[config.mk]
export PLATFORM = sky130hd
export DESIGN_NAME = port_alt_function_override
export DESIGN_NICKNAME = d
export VERILOG_FILES = /design/src/hw/apb_reg_slave.v /design/src/hw/pin_override_cell.v /design/src/hw/port_alt_function_override.v
export VERILOG_INCLUDE_DIRS = /design/src /design/src/hw
export SDC_FILE = /design/constraint.sdc
export NUM_CORES = 1
export LEC_CHECK = 0
export BUFFER_PORTS_ARGS = -buffer_cell sky130_fd_sc_hd__buf_2
export CAP_MARGIN = 20
export CORE_UTILIZATION = 49
export DETAILED_ROUTE_END_ITERATION = 8
export GPL_TIMING_DRIVEN = 1
export PLACE_DENSITY = 0.81
export REMOVE_ABC_BUFFERS = 1
export SLEW_MARGIN = 0
export SYNTH_ARGS = -nofsm -noshare
export SYNTH_HDL_FRONTEND = slang
export SYNTH_SLANG_ARGS = --single-unit
[constraint.sdc]
create_clock -name clk_sys -period 1.6 [get_ports clk_sys]
set_input_delay 0.16 -clock clk_sys [delete_from_list [all_inputs] [get_ports clk_sys]]
set_output_delay 0.16 -clock clk_sys [all_outputs]
set_load 0.02 [all_outputs]
[src/hw/port_alt_defines.vh]
// Offsets, field positions, reset values and encodings for the port override block
`ifndef PORT_ALT_DEFINES_VH
`define PORT_ALT_DEFINES_VH

// ****************************************
// Register byte addresses
// ****************************************
`define ADDR_MCU_CONTROL 12'h000
`define ADDR_PORT_A_OUT 12'h004
`define ADDR_PORT_A_DIR 12'h008
`define ADDR_PORT_A_PIN 12'h00C
`define ADDR_PORT_B_OUT 12'h010
`define ADDR_PORT_B_DIR 12'h014
`define ADDR_PORT_B_PIN 12'h018
`define ADDR_ALT_CTRL 12'h01C

// ****************************************
// Control register fields
// ****************************************
`define BIT_DEBUG_PORT_DISABLE 7
`define BIT_GLOBAL_PULLUP_OFF 4
`define BIT_VECTOR_TABLE_SELECT 1
`define BIT_VECTOR_CHANGE_UNLOCK 0
`define MCU_CONTROL_WMASK 8'h93
`define MCU_CONTROL_RESET 8'h00

// ****************************************
// Alternate-function control fields
// ****************************************
`define BIT_EXT_MEM_ENABLE 0
`define BIT_SPI_ENABLE 1
`define BIT_SPI_MASTER 2
`define BIT_PINCHG_ENABLE 3
`define ALT_CTRL_WMASK 8'h0F
`define ALT_CTRL_RESET 8'h00

`define PORT_RESET 8'h00
`define PULLUP_ON_CODE 3'b010

`endif

[src/hw/apb_reg_slave.v]
// APB slave front end: single-cycle write strobe with access address and write data
`default_nettype none

module apb_reg_slave (
  input wire clk_sys,
  input wire reset_n,
  input wire psel,
  input wire penable,
  input wire pwrite,
  input wire [11:0] paddr,
  input wire [31:0] pwdata,
  input wire [7:0] rd_value,
  input wire rd_hit,
  output reg [31:0] prdata,
  output reg pslverr,
  output reg pready,
  output wire wr_stb,
  output wire [11:0] acc_addr,
  output wire [7:0] wr_data
);
  // ****************************************
  // Zero-wait access; ready registered in setup
  // ****************************************
  wire setup_wr = psel & ~penable & pwrite;

  assign wr_stb = setup_wr;
  assign acc_addr = paddr;
  assign wr_data = pwdata[7:0];

  always @(posedge clk_sys or negedge reset_n) begin
    if (!reset_n) begin
      prdata <= 32'h00000000;
      pslverr <= 1'b0;
      pready <= 1'b0;
    end else begin
      pready <= psel & ~penable;
      pslverr <= psel & ~penable & ~rd_hit;
      // Writes and unmapped reads return zero
      if (psel & ~penable) begin
        prdata <= {24'h000000, (rd_hit & ~pwrite) ? rd_value : 8'h00};
      end
    end
  end
endmodule

`default_nettype wire

[src/hw/pin_override_cell.v]
// One port pin: register bits combined with alternate-function overrides
`default_nettype none

module pin_override_cell (
  input wire dir_bit,
  input wire out_bit,
  input wire global_pullup_off,
  input wire pullup_override_en,
  input wire pullup_override_val,
  input wire dir_override_en,
  input wire dir_override_val,
  input wire value_override_en,
  input wire value_override_val,
  input wire input_en_override_en,
  input wire input_en_override_val,
  input wire pad_in,
  output wire pad_out,
  output wire pad_oe_n,
  output wire pullup_on,
  output wire input_en,
  output wire pin_input_tap
);
  `include "port_alt_defines.vh"

  wire drive_on;

  // Pull-up follows override, else only for code 010
  assign pullup_on = pullup_override_en ? pullup_override_val :
    ({dir_bit, out_bit, global_pullup_off} == `PULLUP_ON_CODE);
  assign drive_on = dir_override_en ? dir_override_val : dir_bit;
  assign pad_out = value_override_en ? value_override_val : out_bit;
  assign pad_oe_n = ~drive_on;
  assign input_en = input_en_override_en ? input_en_override_val : 1'b1;
  assign pin_input_tap = pad_in;
endmodule

`default_nettype wire

[src/hw/port_alt_function_override.v]
// Port A/B pin override logic with control registers on APB
//
// Notes on behaviour
// - When global pull-up-off is set, only the Port A bus and SPI-master Port B pull-up overrides can turn a pull-up on.
// - The control register holds debug-port disable bit 7, pull-up-off bit 4, vector select bit 1, unlock bit 0.
// - Port A becomes the multiplexed low address and data bus when external memory is enabled.
// - Port A pin n carries multiplexed bus bit n.
// - External-memory enable drives pull-up, direction and value override enables; input overrides stay 0.
// - Direction override is write strobe OR address phase; value is address in address phase, data on write.
// - Pull-up override value is idle-bus AND output bit AND pull-up-disable term; pin input feeds data-in.
// - Address phase is asserted one cycle before the address is driven on Port A, which comes from the output flops.
// - Port B pin 7 offers timer 0 A, timer 1 C and pin-change source 7.
// - Port B pins 6, 5, 4 offer timer 1 B, timer 1 A, timer 2 A and pin-change sources 6, 5, 4.
// - Port B pin 3 carries programming out and MISO, pin 2 programming in and MOSI, plus pin-change 3, 2.
// - Port B pin 1 carries SCK, pin 0 slave select, plus pin-change 1, 0.
// - Pull-up follows its override when enabled, else only direction/output/pull-up-off equal 010.
// - An enabled driver outputs the override value when enabled, else the output register bit.
// - With SPI master, Port B pin 3 is forced input while its output bit still steers the pull-up.
//
// The register offsets and the APB interface to the registers were left to the implementer.
`default_nettype none

module port_alt_function_override (
  input wire clk_sys,
  input wire reset_n,
  input wire psel,
  input wire penable,
  input wire pwrite,
  input wire [11:0] paddr,
  input wire [31:0] pwdata,
  output wire [31:0] prdata,
  output wire pready,
  output wire pslverr,
  input wire [7:0] ext_addr_lo,
  input wire [7:0] ext_data_out,
  input wire ext_write_strobe,
  input wire addr_phase,
  output reg [7:0] ext_data_in,
  input wire t0_cmp_a_out,
  input wire t0_cmp_a_en,
  input wire t1_cmp_a_out,
  input wire t1_cmp_a_en,
  input wire t1_cmp_b_out,
  input wire t1_cmp_b_en,
  input wire t1_cmp_c_out,
  input wire t1_cmp_c_en,
  input wire t2_cmp_a_out,
  input wire t2_cmp_a_en,
  input wire spi_slave_out,
  input wire spi_master_out,
  input wire spi_sck_out,
  output reg spi_master_in,
  output reg spi_slave_in,
  output reg spi_sck_in,
  output reg spi_ss_in,
  output reg prog_serial_in,
  input wire prog_serial_out,
  input wire prog_mode,
  output reg [7:0] pinchg_irq,
  input wire [7:0] port_a_pad_in,
  output reg [7:0] port_a_pad_out,
  output reg [7:0] port_a_pad_oe_n,
  output reg [7:0] port_a_pullup,
  input wire [7:0] port_b_pad_in,
  output reg [7:0] port_b_pad_out,
  output reg [7:0] port_b_pad_oe_n,
  output reg [7:0] port_b_pullup,
  output reg debug_port_disable,
  output reg vector_table_select,
  output reg vector_change_unlock
);
  `include "port_alt_defines.vh"

  // ****************************************
  // Registers
  // ****************************************
  reg [7:0] mcu_control_q;
  reg [7:0] alt_ctrl_q;
  reg [7:0] port_a_out_q;
  reg [7:0] port_a_dir_q;
  reg [7:0] port_b_out_q;
  reg [7:0] port_b_dir_q;

  wire wr_stb;
  wire [11:0] acc_addr;
  wire [7:0] wr_data;
  reg [7:0] rd_value;
  reg rd_hit;

  wire global_pullup_off = mcu_control_q[`BIT_GLOBAL_PULLUP_OFF];
  wire ext_mem_enable = alt_ctrl_q[`BIT_EXT_MEM_ENABLE];
  wire spi_enable = alt_ctrl_q[`BIT_SPI_ENABLE];
  wire spi_master = alt_ctrl_q[`BIT_SPI_MASTER];
  wire pinchg_enable = alt_ctrl_q[`BIT_PINCHG_ENABLE];
  wire spi_is_master = spi_enable & spi_master;
  wire spi_is_slave = spi_enable & ~spi_master;

  apb_reg_slave u_apb (
    .clk_sys(clk_sys),
    .reset_n(reset_n),
    .psel(psel),
    .penable(penable),
    .pwrite(pwrite),
    .paddr(paddr),
    .pwdata(pwdata),
    .rd_value(rd_value),
    .rd_hit(rd_hit),
    .prdata(prdata),
    .pslverr(pslverr),
    .pready(pready),
    .wr_stb(wr_stb),
    .acc_addr(acc_addr),
    .wr_data(wr_data)
  );

  // ****************************************
  // Register write
  // ****************************************
  always @(posedge clk_sys or negedge reset_n) begin
    if (!reset_n) begin
      mcu_control_q <= `MCU_CONTROL_RESET;
      alt_ctrl_q <= `ALT_CTRL_RESET;
      port_a_out_q <= `PORT_RESET;
      port_a_dir_q <= `PORT_RESET;
      port_b_out_q <= `PORT_RESET;
      port_b_dir_q <= `PORT_RESET;
    end else if (wr_stb) begin
      case (acc_addr)
        `ADDR_MCU_CONTROL: mcu_control_q <= wr_data & `MCU_CONTROL_WMASK;
        `ADDR_ALT_CTRL: alt_ctrl_q <= wr_data & `ALT_CTRL_WMASK;
        `ADDR_PORT_A_OUT: port_a_out_q <= wr_data;
        `ADDR_PORT_A_DIR: port_a_dir_q <= wr_data;
        `ADDR_PORT_B_OUT: port_b_out_q <= wr_data;
        `ADDR_PORT_B_DIR: port_b_dir_q <= wr_data;
        default: begin
        end
      endcase
    end
  end

  // ****************************************
  // Register read
  // ****************************************
  always @* begin
    rd_hit = 1'b1;
    case (acc_addr)
      `ADDR_MCU_CONTROL: rd_value = mcu_control_q;
      `ADDR_ALT_CTRL: rd_value = alt_ctrl_q;
      `ADDR_PORT_A_OUT: rd_value = port_a_out_q;
      `ADDR_PORT_A_DIR: rd_value = port_a_dir_q;
      `ADDR_PORT_A_PIN: rd_value = port_a_pad_in;
      `ADDR_PORT_B_OUT: rd_value = port_b_out_q;
      `ADDR_PORT_B_DIR: rd_value = port_b_dir_q;
      `ADDR_PORT_B_PIN: rd_value = port_b_pad_in;
      default: begin
        rd_value = 8'h00;
        rd_hit = 1'b0;
      end
    endcase
  end

  // ****************************************
  // Port A overrides (external memory bus)
  // ****************************************
  wire bus_busy = ext_write_strobe | addr_phase;
  wire [7:0] a_pullup_override_en = {8{ext_mem_enable}};
  // Pull-up-disable term used exactly as printed
  wire [7:0] a_pullup_override_val = {8{~bus_busy & global_pullup_off}} & port_a_out_q;
  wire [7:0] a_dir_override_val = {8{bus_busy}};
  // Address while the address phase is active, data while writing
  wire [7:0] a_value_override_val = (ext_addr_lo & {8{addr_phase}}) | (ext_data_out & {8{ext_write_strobe}});

  // ****************************************
  // Port B overrides
  // ****************************************
  wire [7:0] b_pullup_override_en;
  wire [7:0] b_pullup_override_val;
  wire [7:0] b_dir_override_en;
  wire [7:0] b_dir_override_val;
  wire [7:0] b_value_override_en;
  wire [7:0] b_value_override_val;

  assign b_pullup_override_en = {4'h0, {4{spi_is_master}}};
  assign b_pullup_override_val = {4'h0, port_b_out_q[3:0] & {4{global_pullup_off}}};
  // Pin 3 forced input as master; pins 2..0 forced input as slave
  assign b_dir_override_en = {4'h0, spi_is_master, {3{spi_is_slave}}};
  assign b_dir_override_val = 8'h00;
  assign b_value_override_en = {t0_cmp_a_en | t1_cmp_c_en, t1_cmp_b_en, t1_cmp_a_en, t2_cmp_a_en,
                   spi_is_slave | prog_mode, {2{spi_is_master}}, 1'b0};
  assign b_value_override_val = {t0_cmp_a_en ? t0_cmp_a_out : t1_cmp_c_out, t1_cmp_b_out, t1_cmp_a_out, t2_cmp_a_out,
                   prog_mode ? prog_serial_out : spi_slave_out, spi_master_out, spi_sck_out, 1'b0};

  // ****************************************
  // Per-pin combiners
  // ****************************************
  wire [7:0] a_out_c;
  wire [7:0] a_oe_n_c;
  wire [7:0] a_pu_c;
  wire [7:0] a_di_c;
  wire [7:0] b_out_c;
  wire [7:0] b_oe_n_c;
  wire [7:0] b_pu_c;
  wire [7:0] b_di_c;

  genvar gi;
  generate
    for (gi = 0; gi < 8; gi = gi + 1) begin : g_pin
      pin_override_cell u_a (
        .dir_bit(port_a_dir_q[gi]),
        .out_bit(port_a_out_q[gi]),
        .global_pullup_off(global_pullup_off),
        .pullup_override_en(a_pullup_override_en[gi]),
        .pullup_override_val(a_pullup_override_val[gi]),
        .dir_override_en(a_pullup_override_en[gi]),
        .dir_override_val(a_dir_override_val[gi]),
        .value_override_en(a_pullup_override_en[gi]),
        .value_override_val(a_value_override_val[gi]),
        .input_en_override_en(1'b0),
        .input_en_override_val(1'b0),
        .pad_in(port_a_pad_in[gi]),
        .pad_out(a_out_c[gi]),
        .pad_oe_n(a_oe_n_c[gi]),
        .pullup_on(a_pu_c[gi]),
        .input_en(),
        .pin_input_tap(a_di_c[gi])
      );
      pin_override_cell u_b (
        .dir_bit(port_b_dir_q[gi]),
        .out_bit(port_b_out_q[gi]),
        .global_pullup_off(global_pullup_off),
        .pullup_override_en(b_pullup_override_en[gi]),
        .pullup_override_val(b_pullup_override_val[gi]),
        .dir_override_en(b_dir_override_en[gi]),
        .dir_override_val(b_dir_override_val[gi]),
        .value_override_en(b_value_override_en[gi]),
        .value_override_val(b_value_override_val[gi]),
        .input_en_override_en(pinchg_enable),
        .input_en_override_val(1'b1),
        .pad_in(port_b_pad_in[gi]),
        .pad_out(b_out_c[gi]),
        .pad_oe_n(b_oe_n_c[gi]),
        .pullup_on(b_pu_c[gi]),
        .input_en(),
        .pin_input_tap(b_di_c[gi])
      );
    end
  endgenerate

  // ****************************************
  // Output flops
  // ****************************************
  always @(posedge clk_sys or negedge reset_n) begin
    if (!reset_n) begin
      port_a_pad_out <= 8'h00;
      port_a_pad_oe_n <= 8'hFF;
      port_a_pullup <= 8'h00;
      port_b_pad_out <= 8'h00;
      port_b_pad_oe_n <= 8'hFF;
      port_b_pullup <= 8'h00;
      ext_data_in <= 8'h00;
      pinchg_irq <= 8'h00;
      spi_master_in <= 1'b0;
      spi_slave_in <= 1'b0;
      spi_sck_in <= 1'b0;
      spi_ss_in <= 1'b1;
      prog_serial_in <= 1'b0;
      debug_port_disable <= 1'b0;
      vector_table_select <= 1'b0;
      vector_change_unlock <= 1'b0;
    end else begin
      port_a_pad_out <= a_out_c;
      port_a_pad_oe_n <= a_oe_n_c;
      port_a_pullup <= a_pu_c;
      port_b_pad_out <= b_out_c;
      port_b_pad_oe_n <= b_oe_n_c;
      port_b_pullup <= b_pu_c;
      ext_data_in <= a_di_c;
      pinchg_irq <= b_di_c & {8{pinchg_enable}};
      spi_master_in <= b_di_c[3];
      spi_slave_in <= b_di_c[2];
      prog_serial_in <= b_di_c[2];
      spi_sck_in <= b_di_c[1];
      spi_ss_in <= b_di_c[0];
      debug_port_disable <= mcu_control_q[`BIT_DEBUG_PORT_DISABLE];
      vector_table_select <= mcu_control_q[`BIT_VECTOR_TABLE_SELECT];
      vector_change_unlock <= mcu_control_q[`BIT_VECTOR_CHANGE_UNLOCK];
    end
  end
endmodule

`default_nettype wire
# --- After elaboration in Yosys (flattened, before gate mapping) ---
# Index checks and enable logic that the tools add are counted.
# W data, S select, Z words.
classes:
  n_eq_ne: 23
  n_mux: 44
  bitwise_logic: 37
  n_reduce_logical: 8
op_table:
  columns: ["operator", "n"]
  rows:
  - ["$pmux W8 S8", 1]
  - ["$eq A12 B5 Y1 const B", 4]
  - ["$eq A3 B2 Y1 const B", 16]
  - ["$mux W1", 42]
  - ["$and A8 B8 Y8", 4]
  - ["$eq A12 B4 Y1 const B", 2]
  - ["$not A1 Y1", 21]
  - ["$eq A12 B3 Y1 const B", 1]
  - ["$logic_not A12 Y1", 1]
  - ["$reduce_and A2 Y1", 6]
  - ["$mux W8", 1]
  - ["$or A8 B8 Y8", 1]
  - ["$reduce_or A8 Y1", 1]
  - ["$and A1 B1 Y1", 7]
  - ["$and A4 B4 Y4", 1]
  - ["$or A1 B1 Y1", 3]
totals:
  ff_bits: 121
  input_bits: 98
  out_inout_bits: 106
  wordCells: 136

# --- Depth between registers and ports, before layout ---
# Gate-level depths: netlist (run 1).
logic_depth:
  word_depth: 5
  depth_mapped: 7
  mapped_depth_nobuf: 4

# --- By module ---
# Synthesis (run 1) repeated with hierarchy kept, for this count alone.
unflattened:
  hier_cells: 485
  hier_area_um2: 5841.9
modules_own_cells:
  columns: ["module", "instances", "cells_per_inst", "area_per_inst_um2", "seq_area_each_um2"]
  rows:
  - ["port_alt_function_override", 1, 286, 4230.3, 2798.9]
  - ["pin_override_cell", 16, 8, 56.3, 0.0]
  - ["apb_reg_slave", 1, 71, 710.7, 250.2]

# --- Least setup slack after synthesis (run 1) ---
# OpenSTA, ideal clock, no wires.
synth_path:
  path_kind: "input port to flip-flop"
  from: "input port paddr[9]"
  to: "register port_b_dir_q[0]"
  setup_ns: 0.125
  t_arrival_ns: 1.490
  required_ns: 1.475
  setup_slack_ns: -0.015
  stages: 5
  n_path_buf: 1
  cell_sequence: "or4_4 nor2_8 and3_4 buf_12 mux2_4"
synth_via:
  elab_chain_len: 2
synth_lines:
  columns: ["item", "line_no", "text"]
  rows:
  - ["from (decl)", "port_alt_function_override.v:29", "input wire [11:0] paddr,"]
  - ["$eq A12 B5 Y1", "port_alt_function_override.v:128", "case (acc_addr)"]
  - ["$reduce_and A2 Y1 (no source line)", null, null]
  - ["to (signal assigned)", "port_alt_function_override.v:126", "port_b_dir_q <= `PORT_RESET;"]
  - ["to (signal assigned)", "port_alt_function_override.v:134", "`ADDR_PORT_B_DIR: port_b_dir_q <= wr_data;"]
  - ["to (decl)", "port_alt_function_override.v:82", "reg [7:0] port_b_dir_q;"]
# No other way between the ends.
# A chain may end at the register's enable or synchronous reset.

# --- Worst setup path in the final report (run 1) ---
layout_path:
  from: "register alt_ctrl_q[2]"
  to: "register port_b_pad_out[3]"
layout_via:
  elab_chain_len: 4
layout_lines:
  columns: ["item", "line_no", "text"]
  rows:
  - ["from (decl)", "port_alt_function_override.v:78", "reg [7:0] alt_ctrl_q;"]
  - ["from (signal assigned)", "port_alt_function_override.v:122", "alt_ctrl_q <= `ALT_CTRL_RESET;"]
  - ["from (signal assigned)", "port_alt_function_override.v:130", "`ADDR_ALT_CTRL: alt_ctrl_q <= wr_data & `ALT_CTRL_WMASK;"]
  - ["$not A1 Y1", "port_alt_function_override.v:96", "wire spi_is_slave = spi_enable & ~spi_master;"]
  - ["$and A1 B1 Y1", "port_alt_function_override.v:96", null]
  - ["$or A1 B1 Y1", "port_alt_function_override.v:189", "spi_is_slave | prog_mode, {2{spi_is_master}}, 1'b0};"]
  - ["$mux W1", "pin_override_cell.v:31", "assign pad_out = value_override_en ? value_override_val : out_bit;"]
  - ["named net g_pin[3].u_b.pad_out", "pin_override_cell.v:17", "output wire pad_out,"]
  - ["to (signal assigned)", "port_alt_function_override.v:274", "port_b_pad_out <= b_out_c;"]
  - ["to (decl)", "port_alt_function_override.v:65", "output reg [7:0] port_b_pad_out,"]
# The timed path passes the listed nets, and every way through them passes these cells.

==> results of run 1 <==
[metal layers]
metal,GRT usage,part of all wire,vias up
met3,0.07486,0.060,24
met4,0.09859,0.019,0
li1,-,-,1852
met2,0.4579,0.50,196
met1,0.3385,0.42,2059
met5,0,0,-
[worst max path at each step]
stage	startpoint	to	slack (ns)	cells past startpoint
2_1_floorplan	paddr[9]	port_b_dir_q[0]	0.01	4
3_3_place_gp	paddr[9]	port_b_dir_q[2]	-0.16	5
3_5_place_dp	paddr[9]	port_b_out_q[2]	-0.18	6
4_1_cts	alt_ctrl_q[2]	port_b_pad_out[3]	0.05	4
5_1_grt	alt_ctrl_q[2]	port_b_pad_out[3]	0.03	4
6_report	alt_ctrl_q[2]	port_b_pad_out[3]	0.10	4
[flip-flops by register name, summed over array words and instances, names as in the netlist, 4 cells and up]
name,count
port_a_pullup,8
alt_ctrl_q,4
port_b_dir_q,8
ext_data_in,8
pinchg_irq,8
mcu_control_q,4
port_b_pullup,8
port_a_pad_oe_n,8
port_b_pad_out,8
port_a_dir_q,8
port_a_pad_out,8
u_apb.prdata,8
port_b_pad_oe_n,8
port_a_out_q,8
port_b_out_q,8
[cell type report]
cell class / count / share of cell area
sequential: 121 / 0.4133
clock buffer: 21 / 0.06225
multi-input combinational: 251 / 0.2627
timing repair buffer: 241 / 0.2188
clock inverter: 11 / 0.01628
tap: 136 / 0.02307
inverter: 7 / 0.003562
[placed cells by master, fill, tap and decap left out, types with 7 or more instances in the layout]
master         synthesis  routed
mux2_4                 8       8
buf_4                 26      31
o21ai_0               18      18
dfrtp_1              104     104
a22oi_1                9       9
and2_1                 9       9
dlygate4sd3_1          0      51
a21oi_1               16      16
inv_1                  7       7
nor2_1                26      26
dfstp_2               17      17
clkbuf_16              0      16
o21a_1                12      12
conb_1                 1      24
mux2i_1               11      11
buf_2                  5     154
nand2_1               20      20
mux2_2                40      40
[cell usage after synthesis, types with 3 or more instances]
master,number,area share
a21oi_1,16,0.015
a221oi_1,3,0.0051
a22oi_1,9,0.013
a32oi_1,3,0.0051
and2_1,9,0.011
and3_1,5,0.0060
buf_2,5,0.0048
buf_4,26,0.038
clkbuf_1,8,0.0058
dfrtp_1,104,0.50
dfstp_2,17,0.086
inv_1,7,0.0051
mux2_2,40,0.087
mux2_4,8,0.023
mux2i_1,11,0.021
mux4_2,3,0.013
nand2_1,20,0.014
nand4_1,3,0.0036
nor2_1,26,0.019
nor4bb_1,5,0.0096
o21a_1,12,0.017
o21ai_0,18,0.017
[power groups by stage]
stage / logic [W] / registers, W / clock network, W
after floorplan: 0.000135 / 0.00319 / 0
after global placement: 0.000490 / 0.00315 / 0
after detailed placement: 0.000500 / 0.00315 / 0
after CTS: 0.000604 / 0.00310 / 0.00376
after global routing: 0.000654 / 0.00310 / 0.00390
final: 0.000607 / 0.00310 / 0.00369
[repair_timing]
action                                  in CTS  in global routing
hold buffers                                51                  0
endpoints found under the setup margin       0                  1
buffers inserted                             0                  0
gates resized for setup                      0                  2
hold endpoints to repair                   189                  0
[logic make-up (layout without fill, tap and decap cells)]
kind of cell,Yosys count,in the layout,synth area share
other,1,24,0.0007213
and+or+nand+nor,96,96,0.1239
DFF,121,121,0.5865
buffers and inverters,49,280,0.05872
muxes,62,62,0.1439
AOI/OAI and AO/OA,69,69,0.08617
[critical path, delay by kind of cell (launching register included)]
kind | cells | cell delay, ns
flops | 1 | 0.38
compound gates | 1 | 0.09
buf+inv | 1 | 0.56
simple gates | 1 | 0.16
mux | 1 | 0.19
[stage by stage]
stage               worst slack [ns]  hold WS [ns]    util  instance area [µm²]
floorplan                    0.01200       -0.1356       -                 5006
global placement             -0.1568        0.1226  0.6083                 6280
detailed placement           -0.1835        0.1254  0.6083                 6280
CTS                          0.05028    0.00005945  0.7139                 7370
global route                 0.03475       0.03305  0.7146                 7377
finish                        0.1018       0.01498  0.7146                 7377
==> flow_summary.toml, run 1 <==
[run_status]
outcome = "completed"

[cells_and_area]
regArea_um2 = 3049
nFillCells = 695
nNetsFinal = 737
post_route_cells_drive_above_1_share = 0.4663
antenna-diode-count = 0
multi_input_area_um2 = 1938
stdcell_count = 788
syn_to_final_growth_pct = 41.90

[power]
share_comb_of_total_power = 0.082
netSwitchingFraction = 0.2302
total_power_w = 0.007403
p_seq_frac = 0.419
powerDensity_nw_per_um2 = 1004
clkPwrFrac = 0.499
leakagePower_nw = 3.770
max-vdd-ir-drop_v = 0.0005621
p_sw_w = 0.001704
internal-power_w = 0.005699

[global_route]
grt_max_degree = 39
grt_pass1_vias = 4281
antenna_found_initial = 0
grt_pass1_wl_um = 22500
grt_usage = 0.2729
grt-ovfl-total = 0

[flow_run]
maxCapViolations = 0

[floorplan]
die-area_um2 = 11030
die_h_um = 105.0
rows = 37
boundaryPins = 204
core_area_um2 = 10320
die_x_um = 105.0
start_util = 0.5036

[sta]
hold_viol_final = 0
post-route-period-util = 0.9364
setup_tns_ns = 0
layout_min_cycle_time_ns = 1.498
relSlewSlack = 0.6314
fmax_mhz = 667.5
tightest_slew_ns = 0.5509
rsz0062_at_grt = "no"
setup_viol = 0
drv_slew = 0
worst_clock_skew_ns = 0.005591

[clock_network]
cts_tree = "done"
numCtsBuffers = 17
root_buffer = "clkbuf_8"
insertion_delay_ns = 0.52
cts.clk_slew.worst_paths_ns = 0.06
clockBufferDepth = 2
htreeDepth = 4
cts.sinks = 121

[drt]
via_count = 4131
wl_per_cell_um = 17.71
drc_errors = 0
ant_nets = 0
drt_iter0_drc = 237
drt-total-wl_um = 13960
avgViaCountPerCell = 5.242
drt_pass1_iterations = 5

[worst_setup_path]
slowest_stage = "dlygate4sd3_1"
cp.arrival_ns = 1.90
ff2ff_setup_slack_ns = 0.10
slowest_delay_ns = 0.56
crit_path_max_fanout = 4
r2r_start = "alt_ctrl_q[2]"
path_class = "reg2reg"
end_kind = "register"
r2r_end = "port_b_pad_out[3]"
rr_worst_depth = 4
cp-start-kind = "register"
crit_chain = "nand2b_4 -> mux2i_1 -> o21ai_0 -> dlygate4sd3_1"
crit_required_ns = 2.00

[placed_design]
place.gp.congestion = 0.8643
dp.cells = 705
dp_hpwl_um = 9790
io_buffers = 155

[synthesis]
yosys_warnings = 0
synthesis.area_um2 = 5199
synth-edff-count = 0
synth_flop_cell = "dfrtp_1"
syn_area_per_cell_um2 = 13.06
postSynthCellCount = 398
synthArstFlopShare = 1.000
ys_types = 55
ys_seq_area_frac = 0.5865
ys_ff_latch = 121

[hold_path]
hp-class = "in2reg"
worstHoldEndpoint = "port_a_pad_out[1]"
whs_path_depth = 3
min_from = "ext_addr_lo[1]"
Note: power is estimated with default switching activity, not from simulation.
==> run 2, diff against run 1 <==
- ABC_AREA: unset -> 1
==> run 2 against run 1 <==
The run now ends with negative hold slack left. Die area grew 0.11%. Sequential power about the same. Synthesized area increased by 0.12%. Combinational power down 15%. Register-to-register slack is essentially flat. Critical path type unchanged.
==> flow_summary.toml, run 2 <==
[cells_and_area]
post_route_cells_drive_above_1_share = 0.3061
final_cell_mix = "nand2_1, buf_2, dfrtp_1, dlygate4sd3_1, inv_1"
antenna-diode-count = 0
syn_to_final_growth_pct = 38.87
nNetsFinal = 905
final_util = 0.7002

[power]
leakagePower_nw = 3.852
max-vdd-ir-drop_v = 0.0006164
p_seq_frac = 0.436
p_sw_w = 0.001677
internal-power_w = 0.005435
clkPwrFrac = 0.491
powerDensity_nw_per_um2 = 983.9
share_comb_of_total_power = 0.073
netSwitchingFraction = 0.2358

[sta]
worst_clock_skew_ns = 0.008804
setup_tns_ns = 0
drv_slew = 0
hold_viol_final = 1
post-route-period-util = 0.9302
hold_ws_ns = -0.02889
layout_min_cycle_time_ns = 1.488
fmax_mhz = 671.9
rsz0062_at_grt = "no"
setup_viol = 0

[synthesis]
synth-edff-count = 0
synth_flop_cell = "dfrtp_1"
synthesis.area_um2 = 5205
synthArstFlopShare = 1.000
ys_types = 25
ys_seq_area_frac = 0.5858
yosys_warnings = 0
synth_most_common_cell = "nand2_1"
ys_ff_latch = 121
postSynthCellCount = 581
synth_top_area_frac = 0.5000
synthTopCellsByCount = "nand2_1, dfrtp_1, inv_1"
syn_area_per_cell_um2 = 8.959
synth.area.top_cells = "dfrtp_1, nand2_1, dfstp_2, buf_4, inv_1"
yosys.area.top_type = "dfrtp_1"

[run_status]
violations = "negative hold slack"
outcome = "finished with violations"

[worst_setup_path]
ff2ff_setup_slack_ns = 0.11
cp-start-kind = "register"
crit_required_ns = 2.00
rr_worst_depth = 4
end_kind = "register"
r2r_start = "port_b_out_q[7]"
crit_path_max_fanout = 3
path_class = "reg2reg"
r2r_end = "port_b_pad_out[7]"
cp.arrival_ns = 1.89

[hold_path]
hp-class = "in2reg"
whs_path_depth = 3
worstHoldEndpoint = "port_b_pad_out[3]"
min_from = "spi_slave_out"

[placed_design]
dp_hpwl_um = 9936
io_buffers = 155
place.gp.congestion = 0.8830

[drt]
wl_per_cell_um = 15.99
via_count = 4876
drt_iter0_drc = 420
drc_errors = 0
drt-total-wl_um = 15290
ant_nets = 0
avgViaCountPerCell = 5.100
drt_pass1_iterations = 5

[floorplan]
start_util = 0.5042
die_x_um = 105.1
rows = 37
die-area_um2 = 11040
boundaryPins = 204
die_h_um = 105.1
core_area_um2 = 10320

[flow_run]
maxCapViolations = 0

[clock_network]
cts.sinks = 121
insertion_delay_ns = 0.52
clockBufferDepth = 2
cts_tree = "done"
numCtsBuffers = 17
root_buffer = "clkbuf_8"
cts.clk_slew.worst_paths_ns = 0.06
htreeDepth = 4

[global_route]
grt_usage = 0.2938
antenna_found_initial = 0
grt-ovfl-total = 0
grt_pass1_wl_um = 24450
grt_pass1_vias = 4862
grt_max_degree = 55
## run 2: routing by layer
metal | wire, µm | track usage | vias to the layer above
li1 | - | - | 2240
met1 | 6055 | 0.3563 | 2302
met2 | 7606 | 0.4995 | 284
met5 | 0 | 0 | -
met3 | 1113 | 0.06488 | 50
met4 | 516 | 0.1358 | 0
## run 2: worst max-delay path by stage
stage / start / end / slack (ns) / cells past startpoint
floorplan: paddr[0] / u_apb.prdata[0] / 0.14 / 11
global placement: paddr[11] / u_apb.prdata[0] / 0.11 / 11
detailed placement: paddr[0] / port_a_out_q[1] / 0.08 / 9
CTS: alt_ctrl_q[1] / port_b_pad_out[3] / 0.06 / 6
global route: port_b_out_q[7] / port_b_pad_out[7] / 0.04 / 4
finish: port_b_out_q[7] / port_b_pad_out[7] / 0.11 / 4
## run 2: repair_timing
action / in CTS / in global routing
hold endpoints to repair: 167 / 1
buffers inserted: 0 / 0
endpoints found under the setup margin: 0 / 1
hold buffers: 59 / 1
resized for setup: 0 / 3
## run 2: cells by family after synthesis
logic type | after synthesis | synth area share
AND/OR/NAND/NOR | 260 | 0.2154
multiplexers | 1 | 0.002163
other | 1 | 0.0007205
XOR/XNOR | 1 | 0.001683
AO/OA/AOI/OAI | 89 | 0.08990
buffers and inverters | 108 | 0.1043
flip-flops | 121 | 0.5858
## run 2: cell type report
| type | instances | area [µm²] |
|---|---|---|
| inverter | 62 | 232.7 |
| clock inverter | 12 | 101.3 |
| fill | 755 | 3095 |
| tap | 136 | 170.2 |
| sequential | 121 | 3050 |
| multi-input combinational | 375 | 1702 |
| clock buffer | 20 | 445.4 |
| timing repair buffer | 230 | 1526 |
## run 2: critical path: stages, from the launching register on
cell and delay, ns:
dfrtp_1 0.38, inv_1 0.11, o21ai_0 0.08, mux2_2 0.25, dlygate4sd3_1 0.55
## run 2: power by group through the flow
stage / clock network [W] / registers (W) / logic (W)
after floorplan: 0 / 0.00319 / 0.000114
after global placement: 0 / 0.00315 / 0.000386
after detailed placement: 0 / 0.00315 / 0.000397
after CTS: 0.00350 / 0.00310 / 0.000510
after global routing: 0.00367 / 0.00310 / 0.000561
final: 0.00349 / 0.00310 / 0.000517
## run 2: through the flow
step	instance area, µm²	total power [W]	cells	setup slack [ns]
floorplan	4981	0.003308	558	0.1421
global placement	6087	0.003539	865	0.1109
detailed placement	6087	0.003551	865	0.07746
CTS	7224	0.007109	956	0.05924
global route	7228	0.007335	956	0.04310
finish	7228	0.007112	956	0.1117
